--- config.mk ---
export PLATFORM = sky130hd
export DESIGN_NAME = branch_skip_compare_decode
export DESIGN_NICKNAME = d
export VERILOG_FILES = /design/src/rtl/flow_pkg.sv /design/src/rtl/branch_skip_compare_decode.sv
export SDC_FILE = /design/constraint.sdc
export NUM_CORES = 1
export LEC_CHECK = 0
export ABC_AREA = 0
export BUFFER_PORTS_ARGS = -buffer_cell sky130_fd_sc_hd__clkbuf_2
export CAP_MARGIN = 0
export CELL_PAD_IN_SITES_DETAIL_PLACEMENT = 1
export CELL_PAD_IN_SITES_GLOBAL_PLACEMENT = 1
export CORE_ASPECT_RATIO = 2
export CORE_UTILIZATION = 35
export CTS_CLUSTER_SIZE = 28
export DETAILED_ROUTE_END_ITERATION = 6
export GPL_TIMING_DRIVEN = 1
export PLACE_DENSITY_LB_ADDON = 0.1
export SYNTH_ARGS = -nofsm -noshare
export SYNTH_HDL_FRONTEND = slang
export SYNTH_SLANG_ARGS = --single-unit
--- constraint.sdc ---
create_clock -name CLOCK -period 3.7 [get_ports CLOCK]
set_input_delay 0.925 -clock CLOCK [delete_from_list [all_inputs] [get_ports CLOCK]]
set_output_delay 0.925 -clock CLOCK [all_outputs]
set_load 0.05 [all_outputs]
--- src/rtl/flow_pkg.sv ---
package flow_pkg;
    // ==========================================================
    // operation codes presented by the fetch/decode path
    localparam int OP_W = 5;
    localparam logic [4:0] OP_NONE = 5'h00;
    localparam logic [4:0] OP_ZCALL = 5'h01;
    localparam logic [4:0] OP_SUB_EXIT = 5'h02;
    localparam logic [4:0] OP_INT_EXIT = 5'h03;
    localparam logic [4:0] OP_CMP_SKIP_EQ = 5'h04;
    localparam logic [4:0] OP_CMP = 5'h05;
    localparam logic [4:0] OP_CMP_CARRY = 5'h06;
    localparam logic [4:0] OP_CMP_IMM = 5'h07;
    localparam logic [4:0] OP_SKIP_RBIT_CLR = 5'h08;
    localparam logic [4:0] OP_SKIP_RBIT_SET = 5'h09;
    localparam logic [4:0] OP_SKIP_IO_CLR = 5'h0A;
    localparam logic [4:0] OP_SKIP_IO_SET = 5'h0B;
    localparam logic [4:0] OP_BR_BIT_ONE = 5'h0C;
    localparam logic [4:0] OP_BR_BIT_ZERO = 5'h0D;
    localparam logic [4:0] OP_BR_EQ = 5'h0E;
    localparam logic [4:0] OP_BR_NE = 5'h0F;
    localparam logic [4:0] OP_BR_C_ONE = 5'h10;
    localparam logic [4:0] OP_BR_C_ZERO = 5'h11;
    localparam logic [4:0] OP_BR_AT_LEAST = 5'h12;
    localparam logic [4:0] OP_BR_BELOW = 5'h13;
    localparam logic [4:0] OP_BR_NEG = 5'h14;
    localparam logic [4:0] OP_BR_NONNEG = 5'h15;
    // ==========================================================
    // flag_register bit positions
    localparam int FLAG_C = 0;
    localparam int FLAG_Z = 1;
    localparam int FLAG_N = 2;
    localparam int FLAG_V = 3;
    localparam int FLAG_H = 5;
    localparam int FLAG_I = 7;
    // ==========================================================
    // cycle counts
    localparam logic [1:0] CYC_ZCALL = 2'h3;
    localparam logic [1:0] CYC_SUB_EXIT = 2'h3;
    localparam logic [1:0] CYC_BR_TAKEN = 2'h1;
    localparam logic [1:0] CYC_SKIP_ONE = 2'h1;
    localparam logic [1:0] CYC_SKIP_TWO = 2'h2;
    // ==========================================================
    // register map and reset values
    localparam logic [7:0] REG_CTRL = 8'h00;
    localparam logic [7:0] REG_STATUS = 8'h04;
    localparam logic [7:0] REG_EVENTS = 8'h08;
    localparam int CTRL_EN = 0;
    localparam int ST_BUSY = 0;
    localparam int ST_READY = 1;
    localparam int ST_OP = 8;
    localparam int ST_FLAGS = 16;
    localparam logic CTRL_EN_RESET = 1'b1;
    localparam logic [15:0] PC_RESET = 16'h0000;
    localparam logic [1:0] RESP_OKAY = 2'h0;
    localparam logic [1:0] RESP_SLVERR = 2'h2;
endpackage

--- src/rtl/branch_skip_compare_decode.sv ---
// The register offsets and register access over AXI4-Lite are this design's own decisions.
`timescale 1ns/1ps
module branch_skip_compare_decode
    import flow_pkg::*;
#(
    parameter int PC_W = 16
)
(
    input wire logic CLOCK,
    input wire logic RST_N,
    input wire logic INSTR_VALID,
    output logic INSTR_READY,
    input wire logic [4:0] OPCODE,
    input wire logic [2:0] BIT_SEL,
    input wire logic [6:0] OFFSET,
    input wire logic [7:0] IMM,
    input wire logic NEXT_IS_TWO_WORD,
    input wire logic [7:0] RD_VAL,
    input wire logic [7:0] RR_VAL,
    input wire logic IO_BIT,
    input wire logic [7:0] FLAGS_IN,
    input wire logic [PC_W-1:0] Z_PTR,
    input wire logic [PC_W-1:0] STACK_PC,
    output logic [PC_W-1:0] PC,
    output logic [PC_W-1:0] RET_ADDR,
    output logic STACK_PUSH,
    output logic STACK_POP,
    output logic [7:0] FLAGS_OUT,
    output logic FLAGS_WE,
    output logic FLUSH,
    output logic BUSY,
    input wire logic AWVALID,
    output logic AWREADY,
    input wire logic [7:0] AWADDR,
    input wire logic [2:0] AWPROT,
    input wire logic WVALID,
    output logic WREADY,
    input wire logic [31:0] WDATA,
    input wire logic [3:0] WSTRB,
    output logic BVALID,
    input wire logic BREADY,
    output logic [1:0] BRESP,
    input wire logic ARVALID,
    output logic ARREADY,
    input wire logic [7:0] ARADDR,
    input wire logic [2:0] ARPROT,
    output logic RVALID,
    input wire logic RREADY,
    output logic [31:0] RDATA,
    output logic [1:0] RRESP
);
    // ==========================================================
    // parameter check
    if (PC_W < 8 || PC_W > 16)
    begin : g_bad_width
        $error("PC_W must lie between 8 and 16");
    end

    // ==========================================================
    // reset release
    logic [1:0] sync_r;
    logic rst_n;

    always_ff @(posedge CLOCK or negedge RST_N)
    begin
        if (!RST_N)
            sync_r <= 2'h0;
        else
            sync_r <= {sync_r[0], 1'b1};
    end
    assign rst_n = sync_r[1];

    // ==========================================================
    // execution state
    logic [PC_W-1:0] pc_r, pc_nxt, ret_r, ret_nxt, off_ext;
    logic [7:0] flags_r, flags_nxt;
    logic [1:0] cnt_r, cnt_nxt;
    logic [4:0] last_op_r, last_op_nxt;
    logic we_r, we_nxt, push_r, push_nxt, pop_r, pop_nxt;
    logic flush_r, flush_nxt, busy_r, busy_nxt, ready_r, ready_nxt;
    logic take, cond, jump, ctrl_en_r;

    assign take = INSTR_VALID && ready_r;
    assign off_ext = {{(PC_W-7){OFFSET[6]}}, OFFSET};

    function automatic logic [7:0] cmp_flags(
        input logic [7:0] a,
        input logic [7:0] b,
        input logic cin,
        input logic [7:0] f
    );
        logic [7:0] r;
        logic [7:0] o;
        r = a - b - {7'h00, cin};
        o = f;
        o[FLAG_Z] = (r == 8'h00);
        o[FLAG_N] = r[7];
        o[FLAG_V] = (a[7] & ~b[7] & ~r[7]) | (~a[7] & b[7] & r[7]);
        o[FLAG_C] = (~a[7] & b[7]) | (b[7] & r[7]) | (r[7] & ~a[7]);
        o[FLAG_H] = (~a[3] & b[3]) | (b[3] & r[3]) | (r[3] & ~a[3]);
        return o;
    endfunction

    // condition of skips and branches
    always_comb
    begin
        cond = 1'b0;
        unique case (OPCODE)
            OP_CMP_SKIP_EQ: cond = (RD_VAL == RR_VAL);
            OP_SKIP_RBIT_CLR: cond = !RR_VAL[BIT_SEL];
            OP_SKIP_RBIT_SET: cond = RR_VAL[BIT_SEL];
            OP_SKIP_IO_CLR: cond = !IO_BIT;
            OP_SKIP_IO_SET: cond = IO_BIT;
            OP_BR_BIT_ONE: cond = FLAGS_IN[BIT_SEL];
            OP_BR_BIT_ZERO: cond = !FLAGS_IN[BIT_SEL];
            OP_BR_EQ: cond = FLAGS_IN[FLAG_Z];
            OP_BR_NE: cond = !FLAGS_IN[FLAG_Z];
            OP_BR_C_ONE: cond = FLAGS_IN[FLAG_C];
            OP_BR_C_ZERO: cond = !FLAGS_IN[FLAG_C];
            OP_BR_AT_LEAST: cond = !FLAGS_IN[FLAG_C];
            OP_BR_BELOW: cond = FLAGS_IN[FLAG_C];
            OP_BR_NEG: cond = FLAGS_IN[FLAG_N];
            OP_BR_NONNEG: cond = !FLAGS_IN[FLAG_N];
            default: cond = 1'b0;
        endcase
    end

    always_comb
    begin
        pc_nxt = pc_r;
        ret_nxt = ret_r;
        flags_nxt = flags_r;
        last_op_nxt = last_op_r;
        we_nxt = 1'b0;
        push_nxt = 1'b0;
        pop_nxt = 1'b0;
        flush_nxt = 1'b0;
        jump = 1'b0;
        cnt_nxt = (cnt_r != 2'h0) ? cnt_r - 2'h1 : 2'h0;
        if (take)
        begin
            last_op_nxt = OPCODE;
            pc_nxt = pc_r + 1'b1;
            unique case (OPCODE)
                OP_ZCALL:
                begin
                    ret_nxt = pc_r + 1'b1;
                    push_nxt = 1'b1;
                    pc_nxt = Z_PTR;
                    cnt_nxt = CYC_ZCALL - 2'h1;
                    flush_nxt = 1'b1;
                end
                OP_SUB_EXIT, OP_INT_EXIT:
                begin
                    pop_nxt = 1'b1;
                    pc_nxt = STACK_PC;
                    cnt_nxt = CYC_SUB_EXIT;
                    flush_nxt = 1'b1;
                    if (OPCODE == OP_INT_EXIT)
                    begin
                        flags_nxt = FLAGS_IN;
                        flags_nxt[FLAG_I] = 1'b1;
                        we_nxt = 1'b1;
                    end
                end
                OP_CMP:
                begin
                    flags_nxt = cmp_flags(RD_VAL, RR_VAL, 1'b0,
                        FLAGS_IN);
                    we_nxt = 1'b1;
                end
                OP_CMP_CARRY:
                begin
                    flags_nxt = cmp_flags(RD_VAL, RR_VAL,
                        FLAGS_IN[FLAG_C], FLAGS_IN);
                    we_nxt = 1'b1;
                end
                OP_CMP_IMM:
                begin
                    flags_nxt = cmp_flags(RD_VAL, IMM, 1'b0, FLAGS_IN);
                    we_nxt = 1'b1;
                end
                OP_CMP_SKIP_EQ, OP_SKIP_RBIT_CLR, OP_SKIP_RBIT_SET,
                OP_SKIP_IO_CLR, OP_SKIP_IO_SET:
                begin
                    if (cond)
                    begin
                        jump = 1'b1;
                        flush_nxt = 1'b1;
                        pc_nxt = pc_r
                            + (NEXT_IS_TWO_WORD ? 2'h3 : 2'h2);
                        cnt_nxt = NEXT_IS_TWO_WORD ? CYC_SKIP_TWO
                            : CYC_SKIP_ONE;
                    end
                end
                OP_BR_BIT_ONE, OP_BR_BIT_ZERO, OP_BR_EQ, OP_BR_NE,
                OP_BR_C_ONE, OP_BR_C_ZERO, OP_BR_AT_LEAST, OP_BR_BELOW,
                OP_BR_NEG, OP_BR_NONNEG:
                begin
                    if (cond)
                    begin
                        jump = 1'b1;
                        flush_nxt = 1'b1;
                        pc_nxt = pc_r + off_ext + 1'b1;
                        cnt_nxt = CYC_BR_TAKEN;
                    end
                end
                default:
                begin
                    pc_nxt = pc_r + 1'b1;
                end
            endcase
        end
        busy_nxt = (cnt_nxt != 2'h0);
        ready_nxt = ctrl_en_r && (cnt_nxt == 2'h0);
    end

    always_ff @(posedge CLOCK or negedge rst_n)
    begin
        if (!rst_n)
        begin
            pc_r <= PC_RESET[PC_W-1:0];
            ret_r <= PC_RESET[PC_W-1:0];
            flags_r <= 8'h00;
            cnt_r <= 2'h0;
            last_op_r <= OP_NONE;
            we_r <= 1'b0;
            push_r <= 1'b0;
            pop_r <= 1'b0;
            flush_r <= 1'b0;
            busy_r <= 1'b0;
            ready_r <= 1'b0;
        end
        else
        begin
            pc_r <= pc_nxt;
            ret_r <= ret_nxt;
            flags_r <= flags_nxt;
            cnt_r <= cnt_nxt;
            last_op_r <= last_op_nxt;
            we_r <= we_nxt;
            push_r <= push_nxt;
            pop_r <= pop_nxt;
            flush_r <= flush_nxt;
            busy_r <= busy_nxt;
            ready_r <= ready_nxt;
        end
    end

    assign PC = pc_r;
    assign RET_ADDR = ret_r;
    assign FLAGS_OUT = flags_r;
    assign FLAGS_WE = we_r;
    assign STACK_PUSH = push_r;
    assign STACK_POP = pop_r;
    assign FLUSH = flush_r;
    assign BUSY = busy_r;
    assign INSTR_READY = ready_r;

    // ==========================================================
    // register slave
    logic aw_have_r, aw_have_nxt, w_have_r, w_have_nxt;
    logic [7:0] awaddr_r, awaddr_nxt;
    logic [31:0] wdata_r, wdata_nxt, rdata_r, rdata_nxt;
    logic [3:0] wstrb_r, wstrb_nxt;
    logic awready_r, awready_nxt, wready_r, wready_nxt;
    logic bvalid_r, bvalid_nxt, arready_r, arready_nxt;
    logic rvalid_r, rvalid_nxt, ctrl_en_nxt;
    logic [1:0] bresp_r, bresp_nxt, rresp_r, rresp_nxt;
    logic [15:0] events_r, events_nxt;

    always_comb
    begin
        aw_have_nxt = aw_have_r;
        w_have_nxt = w_have_r;
        awaddr_nxt = awaddr_r;
        wdata_nxt = wdata_r;
        wstrb_nxt = wstrb_r;
        bvalid_nxt = bvalid_r && !BREADY;
        bresp_nxt = bresp_r;
        rvalid_nxt = rvalid_r && !RREADY;
        rdata_nxt = rdata_r;
        rresp_nxt = rresp_r;
        ctrl_en_nxt = ctrl_en_r;
        events_nxt = events_r;
        if (AWVALID && awready_r)
        begin
            aw_have_nxt = 1'b1;
            awaddr_nxt = AWADDR;
        end
        if (WVALID && wready_r)
        begin
            w_have_nxt = 1'b1;
            wdata_nxt = WDATA;
            wstrb_nxt = WSTRB;
        end
        if (aw_have_r && w_have_r && !bvalid_r)
        begin
            aw_have_nxt = 1'b0;
            w_have_nxt = 1'b0;
            bvalid_nxt = 1'b1;
            bresp_nxt = RESP_OKAY;
            unique case (awaddr_r)
                REG_CTRL:
                    if (wstrb_r[0])
                        ctrl_en_nxt = wdata_r[CTRL_EN];
                REG_EVENTS:
                    if (wstrb_r[0])
                        events_nxt = 16'h0000;
                REG_STATUS: bresp_nxt = RESP_OKAY;
                default: bresp_nxt = RESP_SLVERR;
            endcase
        end
        // an event in the same cycle as a clear is counted after it
        if (jump)
            events_nxt = events_nxt + 16'h0001;
        if (ARVALID && arready_r)
        begin
            rvalid_nxt = 1'b1;
            rresp_nxt = RESP_OKAY;
            rdata_nxt = 32'h0000_0000;
            unique case (ARADDR)
                REG_CTRL: rdata_nxt[CTRL_EN] = ctrl_en_r;
                REG_STATUS:
                begin
                    rdata_nxt[ST_BUSY] = busy_r;
                    rdata_nxt[ST_READY] = ready_r;
                    rdata_nxt[ST_OP +: 5] = last_op_r;
                    rdata_nxt[ST_FLAGS +: 8] = flags_r;
                end
                REG_EVENTS: rdata_nxt[15:0] = events_r;
                default: rresp_nxt = RESP_SLVERR;
            endcase
        end
        awready_nxt = !aw_have_nxt;
        wready_nxt = !w_have_nxt;
        arready_nxt = !rvalid_nxt;
    end

    always_ff @(posedge CLOCK or negedge rst_n)
    begin
        if (!rst_n)
        begin
            aw_have_r <= 1'b0;
            w_have_r <= 1'b0;
            awaddr_r <= 8'h00;
            wdata_r <= 32'h0000_0000;
            wstrb_r <= 4'h0;
            awready_r <= 1'b0;
            wready_r <= 1'b0;
            bvalid_r <= 1'b0;
            bresp_r <= RESP_OKAY;
            arready_r <= 1'b0;
            rvalid_r <= 1'b0;
            rdata_r <= 32'h0000_0000;
            rresp_r <= RESP_OKAY;
            ctrl_en_r <= CTRL_EN_RESET;
            events_r <= 16'h0000;
        end
        else
        begin
            aw_have_r <= aw_have_nxt;
            w_have_r <= w_have_nxt;
            awaddr_r <= awaddr_nxt;
            wdata_r <= wdata_nxt;
            wstrb_r <= wstrb_nxt;
            awready_r <= awready_nxt;
            wready_r <= wready_nxt;
            bvalid_r <= bvalid_nxt;
            bresp_r <= bresp_nxt;
            arready_r <= arready_nxt;
            rvalid_r <= rvalid_nxt;
            rdata_r <= rdata_nxt;
            rresp_r <= rresp_nxt;
            ctrl_en_r <= ctrl_en_nxt;
            events_r <= events_nxt;
        end
    end

    assign AWREADY = awready_r;
    assign WREADY = wready_r;
    assign BVALID = bvalid_r;
    assign BRESP = bresp_r;
    assign ARREADY = arready_r;
    assign RVALID = rvalid_r;
    assign RDATA = rdata_r;
    assign RRESP = rresp_r;
endmodule

==> qor.yml, run 1 <==
synth:
  synthFlopType: "sky130_fd_sc_hd__dfrtp_1"
  synth_cell_types: 75
  mean_post_synth_cell_area_um2: 8.66
  mappedNetlistArea_um2: 8010
  synth_edf_count: 0
  ys_async_sr_fraction: 1.00
  ys_ff_latch: 115
  synth-seq-area-share: 0.359
  yosysWarningCount: 0
  post_synth_inst_count: 925
critical_path:
  reg2reg_from: "PC[2]"
  required_time_reported_for_the_critical_path_endpoint_ns: 4.01
  crit_path_max_fanout: 6
  worst_path_max_delay_cell: "sky130_fd_sc_hd__fa_2"
  worst_path_largest_cell_delay_ns: 0.54
  cp_data_arrival_time_ns: 3.85
  path_cells: "clkbuf_2 > inv_1 > ha_1 > nor2b_1 > o21a_1 > o21ai_0 > a21boi_0 > or2_2 > a21o_1 > a21oi_1 > fa_2 > a2111o_1 > nand3_1 > a221oi_1"
  worst_r2r_path_depth: 8
  ff2ff_setup_slack_ns: 0.80
  critPathKind: "input pin to register"
  cp-start-kind: "input pin"
  path_buf_inv: 2
  reg2reg_to: "PC[12]"
  setup.worst_path.end_class: "register"
  critical_path.top_delay_family: "compound AO/OA/AOI/OAI gates"
place:
  numPortBuffers: 183
  post_place_instance_area_um2: 9500
  globalplace.congestion: 0.850
  dp_hpwl_um: 21600
cells_and_area:
  fill_cells: 2749
  final_area_um2: 10100
  drive_above_1_share: 0.267
  design.final.nets: 1329
  layout-area-overhead-vs-synth_pct: 26.3
cts:
  cts_resized: 0
  hold_buffer_count_at_cts: 0
  cts_made_buffers: 17
  cts_buffer_depth: 2
  cts.htree.levels: 4
  post_cts.repair.setup_buffers: 0
  ctsRootBufferMaster: "sky130_fd_sc_hd__clkbuf_16"
  clock_insertion_delay_worst_skew_ns: 0.43
  clock_sink_count: 115
  register_clock_pin_slew_on_the_reported_worst_setup_and_hold_paths_ns: 0.06
  cts_tree: "yes"
route:
  finalWirelength_um: 27200
  drt.antenna.violating_nets: 0
  routed_wire_length_per_instance_um: 19.0
  drt_pass1_iterations: 4
  vias: 7757
  detail_route.iter0.violations: 351
  remaining_drc_errors: 0
  post_drt_via_cell_ratio: 5.43
power:
  leakagePower_nw: 4.71
  ir_worst_vdd_mv: 0.314
  power_per_cell_area_nw_per_um2: 435
sta:
  fmaxAchievable_mhz: 283
  worst_slew_pin_slew_ns: 1.04
  post-route-min-period_ns: 3.54
  timing.hold.ws_ns: 0.264
  report.final.slew_viol_count: 0
  finalCritPeriodShare: 0.956
  finClkSkew_ns: 0.00804
  slew_headroom: 0.305
  setup_viol: 0
  grt_setup_unrepaired: "no"
  number_of_endpoints_with_negative_hold_slack_in_the_final_report: 0
global_route:
  grt_util_all_layers: 0.245
  first_pass_grt_wire_length_um: 43400
  initial_antenna_violation_count: 1
  first_global_vias: 8306
  grt_remaining_overflow: 0
  grt_max_degree: 59
floorplan:
  num_rows: 78
  floorplan.die.width_um: 109
  die_outline_area_um2: 23500
  start_util: 0.355
  ios: 234
  die_height_um: 216
  floorplan.core_area_um2: 22500
run:
  max_cap_violations: 0
status:
  outcome: "complete, no violations"
worst_hold_path:
  timing.hold.worst.class: "input pin to asynchronous set/reset pin"
-- flip-flops by register name, indices dropped and copies added (netlist names), 2 cells and up --
signal and cells:
sync_r 2, FLAGS_OUT 8, awaddr_r 8, events_r 16, PC 16, RET_ADDR 16, RDATA 24, last_op_r 5
cnt_r 2
-- how the worst max path moves through the flow --
| stage | startpoint | slack [ns] | to | depth (start not counted) |
|---|---|---|---|---|
| after global placement | RR_VAL[1] | -0.24 | FLAGS_OUT[2] | 14 |
| after detailed placement | RR_VAL[1] | -0.27 | FLAGS_OUT[2] | 14 |
| after floorplan | RR_VAL[1] | 0.08 | FLAGS_OUT[3] | 13 |
| after CTS | RR_VAL[1] | 0.17 | FLAGS_OUT[2] | 14 |
| after global routing | RR_VAL[1] | 0.02 | FLAGS_OUT[2] | 14 |
| final | RR_VAL[1] | 0.16 | FLAGS_OUT[2] | 14 |
-- through the flow --
stage,setup slack [ns],util,TNS [ns],power [mW],std cells
after global placement,-0.238,0.421,-0.792,2.67,1396
final,0.163,0.449,0,4.40,1429
after detailed placement,-0.271,0.421,-0.946,2.70,1396
after global routing,0.0210,0.449,0,4.62,1429
after floorplan,0.0824,-,0,2.30,934
after CTS,0.166,0.449,0,4.46,1428
-- worst reg2reg max path, delay by kind of cell (launching register included) --
family,cells,cell delay [ns]
fa+ha+maj,1,0.38
simple gates,1,0.19
compound gates,6,1.61
flops,1,0.63
-- cell families after synthesis --
kind of cell	after synthesis	share of synthesized area
multiplexers	26	0.0426
flip-flops	115	0.359
other	2	0.000937
AND/OR/NAND/NOR	330	0.200
buffers and inverters	105	0.0576
AO/OA/AOI/OAI	247	0.202
XOR/XNOR	53	0.0579
adder cells (fa/ha/maj)	47	0.0799
-- synth_stat cells, drive strengths merged, types with 11 or more instances --
master | number | area share
buf | 26 | 0.021
o21ai | 88 | 0.055
a21oi | 41 | 0.026
nor2b | 14 | 0.011
nand2 | 128 | 0.060
xnor2 | 34 | 0.037
and3 | 11 | 0.0086
nor3 | 24 | 0.015
nor2 | 55 | 0.028
dfrtp | 114 | 0.36
nand3 | 30 | 0.019
clkbuf | 33 | 0.015
ha | 40 | 0.062
inv | 46 | 0.022
and2 | 11 | 0.0086
o22ai | 12 | 0.0094
mux2 | 16 | 0.022
nor4 | 14 | 0.011
xor2 | 19 | 0.021
a22oi | 11 | 0.010
-- cells in the final DEF, fill, tap and decap left out, drive strengths merged, types with 19 or more instances in the layout --
cell / count
nor3: 24
xnor2: 34
nor2: 55
buf: 58
xor2: 19
nand3: 30
o21ai: 88
dfrtp: 114
inv: 46
nand2: 128
clkbuf: 206
a21oi: 41
ha: 40
-- final cells by class --
cell class / count / area [µm²] / area share
clock inverters: 9 / 126 / 0.0125
flip-flops and latches: 115 / 2880 / 0.285
multi-input cells: 714 / 4720 / 0.466
repair buffers: 241 / 1380 / 0.136
diodes: 1 / 2.50 / 0.000247
clock buffers: 23 / 488 / 0.0482
well taps: 280 / 350 / 0.0346
inverters: 46 / 173 / 0.0171
-- metal layers --
layer | global-route usage | wire length, µm | part of all wire | vias to the layer above
li1 | - | - | - | 3732
met1 | 0.251 | 10100 | 0.37 | 3762
met2 | 0.448 | 14800 | 0.54 | 196
met3 | 0.0477 | 1020 | 0.037 | 67
met4 | 0.136 | 1290 | 0.048 | 0
met5 | 0 | 0 | 0 | -
-- where the power goes --
group | internal [mW] | leakage, nW | switching [mW]
Combinational | 0.423 | 2.90 | 0.700
Sequential | 1.40 | 1.50 | 0.146
Clock | 1.12 | 0.303 | 0.606
Power figures use the tool's default switching activity.
==> run 2: changes to the inputs <==
==> constraint.sdc (replaced) <==
create_clock -name CLOCK -period 2.89 [get_ports CLOCK]
set_input_delay 0.7225 -clock CLOCK [delete_from_list [all_inputs] [get_ports CLOCK]]
set_output_delay 0.7225 -clock CLOCK [all_outputs]
set_load 0.05 [all_outputs]
==> run 2 against run 1 <==
The run now ends with setup timing left. Non-clock buffer count up 99. Flip-flop and latch count unchanged. Final area up 9.7%. Final cell count up 6.9%. Critical path depth up 1.
==> qor.yml, run 2 (synthesis results as in run 1) <==
route:
  vias: 8203  # +5.7%
  remaining_drc_errors: 0  # unchanged
  post_drt_via_cell_ratio: 5.37  # -1.0%
  drt.antenna.violating_nets: 0  # unchanged
  routed_wire_length_per_instance_um: 19.0  # -0.19%
  detail_route.iter0.violations: 279  # -21%
  finalWirelength_um: 29000  # +6.7%
  drt_pass1_iterations: 5  # +1
critical_path:
  worst_path_max_delay_cell: "sky130_fd_sc_hd__fa_2"
  worst_path_largest_cell_delay_ns: 0.53  # about the same
  cp_data_arrival_time_ns: 3.35  # -0.50 ns
  setup.worst_path.end_class: "register"
  ff2ff_setup_slack_ns: 0.23  # -0.57 ns
  crit_path_max_fanout: 5  # -1
  path_cells: "clkbuf_16 > ha_4 > nor2b_1 > o21a_1 > o21ai_2 > a21boi_2 > or2_4 > a21o_1 > a21oi_2 > fa_2 > buf_6 > nand4_1 > nor4_2 > o21ai_1 > a41oi_2"
  critPathKind: "input pin to register"
  cp-start-kind: "input pin"
  critical_path.top_delay_family: "compound AO/OA/AOI/OAI gates"
  path_buf_inv: 2  # unchanged
  required_time_reported_for_the_critical_path_endpoint_ns: 3.18  # -0.83 ns
power:
  share_clk_of_total_power: 0.372  # -0.021
  p_sw_frac: 0.341  # +0.0116
  leakagePower_nw: 5.23  # +11%
  power_frac_comb: 0.290  # +0.035
  power_per_cell_area_nw_per_um2: 518  # +19%
  power_report.internal_total_mw: 3.79  # +28%
  seq_power_share: 0.338  # -0.014
  netSwitchingPower_mw: 1.96  # +35%
  ir_worst_vdd_mv: 0.342  # +8.6%
global_route:
  grt_max_degree: 66  # +12%
  first_pass_grt_wire_length_um: 45900  # +5.7%
  first_global_vias: 8720  # +5.0%
  initial_antenna_violation_count: 0  # -1
  grt_remaining_overflow: 0  # unchanged
  grt_util_all_layers: 0.259  # +0.0140
sta:
  fmaxAchievable_mhz: 327
  finClkSkew_ns: 0.00868  # +0.000640 ns
  worst_slew_pin_slew_ns: 0.548  # -0.491 ns
  grt_setup_unrepaired: "yes"
  setup_viol: 4  # +4
  number_of_endpoints_with_negative_hold_slack_in_the_final_report: 0  # unchanged
  post-route-min-period_ns: 3.06
  final_critical_path_setup_slack_ns: -0.172  # -0.335 ns
  finalCritPeriodShare: 1.06
  slew_headroom: 0.635  # +0.329
  report.final.slew_viol_count: 0  # unchanged
  timing.hold.ws_ns: 0.0586  # -0.206 ns
cts:
  cts.htree.levels: 4  # unchanged
  cts_buffer_depth: 2  # unchanged
  cts_made_buffers: 17  # unchanged
  ctsRootBufferMaster: "sky130_fd_sc_hd__clkbuf_16"
  cts_tree: "yes"
  clock_insertion_delay_worst_skew_ns: 0.44  # about the same
  clock_sink_count: 115  # unchanged
  register_clock_pin_slew_on_the_reported_worst_setup_and_hold_paths_ns: 0.06  # about the same
cells_and_area:
  multi_input_area_um2: 4890  # +3.5%
  number_of_flip_flops_under_the_largest_register_name: 24  # unchanged
  most-common-layout-cells: "181 x sky130_fd_sc_hd__clkbuf_2, 150 x sky130_fd_sc_hd__buf_4, 128 x sky130_fd_sc_hd__nand2_1"
  final_area_um2: 11100  # +9.7%
  design.final.nets: 1428  # +7.4%
  layout.cells.most_common: "sky130_fd_sc_hd__clkbuf_2"
  layout-area-overhead-vs-synth_pct: 38.5
  sequential_cell_area_um2: 2880  # unchanged
  drive_above_1_share: 0.349  # +0.0814
  n_antenna_cell: 0  # -1
  fill_cells: 2793  # +1.6%
floorplan:
  die_outline_area_um2: 23500  # unchanged
  start_util: 0.355  # unchanged
  die_height_um: 216  # unchanged
  ios: 234  # unchanged
  floorplan.core_area_um2: 22500  # unchanged
  num_rows: 78  # unchanged
  floorplan.die.width_um: 109  # unchanged
place:
  numPortBuffers: 183  # unchanged
  globalplace.congestion: 0.902  # +6.1%
  post_place_instance_area_um2: 10300  # +8.0%
  dp_hpwl_um: 23100  # +6.9%
status:
  outcome: "finished, violations left"
  failing_checks: "setup timing"
worst_hold_path:
  timing.hold.worst.class: "input pin to asynchronous set/reset pin"
run:
  max_cap_violations: 0  # unchanged
[run 2: cell count changes in the layout (fill, tap and decap cells not counted), sizes merged]
cell and change:
buf +99, clkbuf -3, clkinvlp +3, bufinv -1, diode -1, inv +1
[run 2: worst paths after layout]
path / from / endpoint / depth (start not counted)
min reg2reg: sync_r[1] / RET_ADDR[7] / 0
min: RST_N / sync_r[1] / 1
max in group asynchronous: sync_r[1] / RDATA[14] / 1
max: RD_VAL[1] / FLAGS_OUT[1] / 15
max reg2reg: PC[0] / PC[14] / 12
min in group CLOCK: sync_r[0] / sync_r[1] / 0
[run 2: through the flow]
| stage | setup TNS, ns | std cells | util | setup WS, ns | total power [mW] |
|---|---|---|---|---|---|
| after CTS | -0.141 | 1525 | 0.488 | -0.0529 | 5.80 |
| after detailed placement | -16.36 | 1488 | 0.455 | -0.727 | 3.58 |
| final | -0.363 | 1527 | 0.492 | -0.172 | 5.75 |
| after global placement | -14.21 | 1488 | 0.455 | -0.696 | 3.54 |
| after global routing | -0.743 | 1527 | 0.492 | -0.255 | 6.04 |
| after floorplan | -1.09 | 934 | - | -0.316 | 2.96 |
[run 2: final cells by class]
class	instances	share of cell area
timing repair buffer	340	0.199
tap	280	0.0316
multi-input combinational	714	0.440
clock inverter	12	0.0118
inverter	46	0.0167
sequential	115	0.260
clock buffer	20	0.0412
[run 2: power by group through the flow]
stage                     Combinational (mW)  Clock, mW  Sequential [mW]
after floorplan                        0.785          0             2.17
after global placement                  1.57          0             1.96
after detailed placement                1.61          0             1.97
after CTS                               1.66       2.20             1.94
after global routing                    1.82       2.26             1.97
final                                   1.67       2.14             1.94
[run 2: metal layers]
| metal | track usage | wire length (µm) | vias up |
|---|---|---|---|
| met5 | 0 | 0 | - |
| met4 | 0.124 | 1180 | 0 |
| li1 | - | - | 3918 |
| met3 | 0.0471 | 1030 | 64 |
| met1 | 0.259 | 10200 | 4033 |
| met2 | 0.493 | 16600 | 188 |
[run 2: repair_timing]
action | 4_1_cts | 5_1_grt
setup endpoints to repair | 11 | 14
resized for setup | 24 | 18
hold buffers | 0 | 0
pin swaps | 26 | 17
setup buffers | 5 | 2
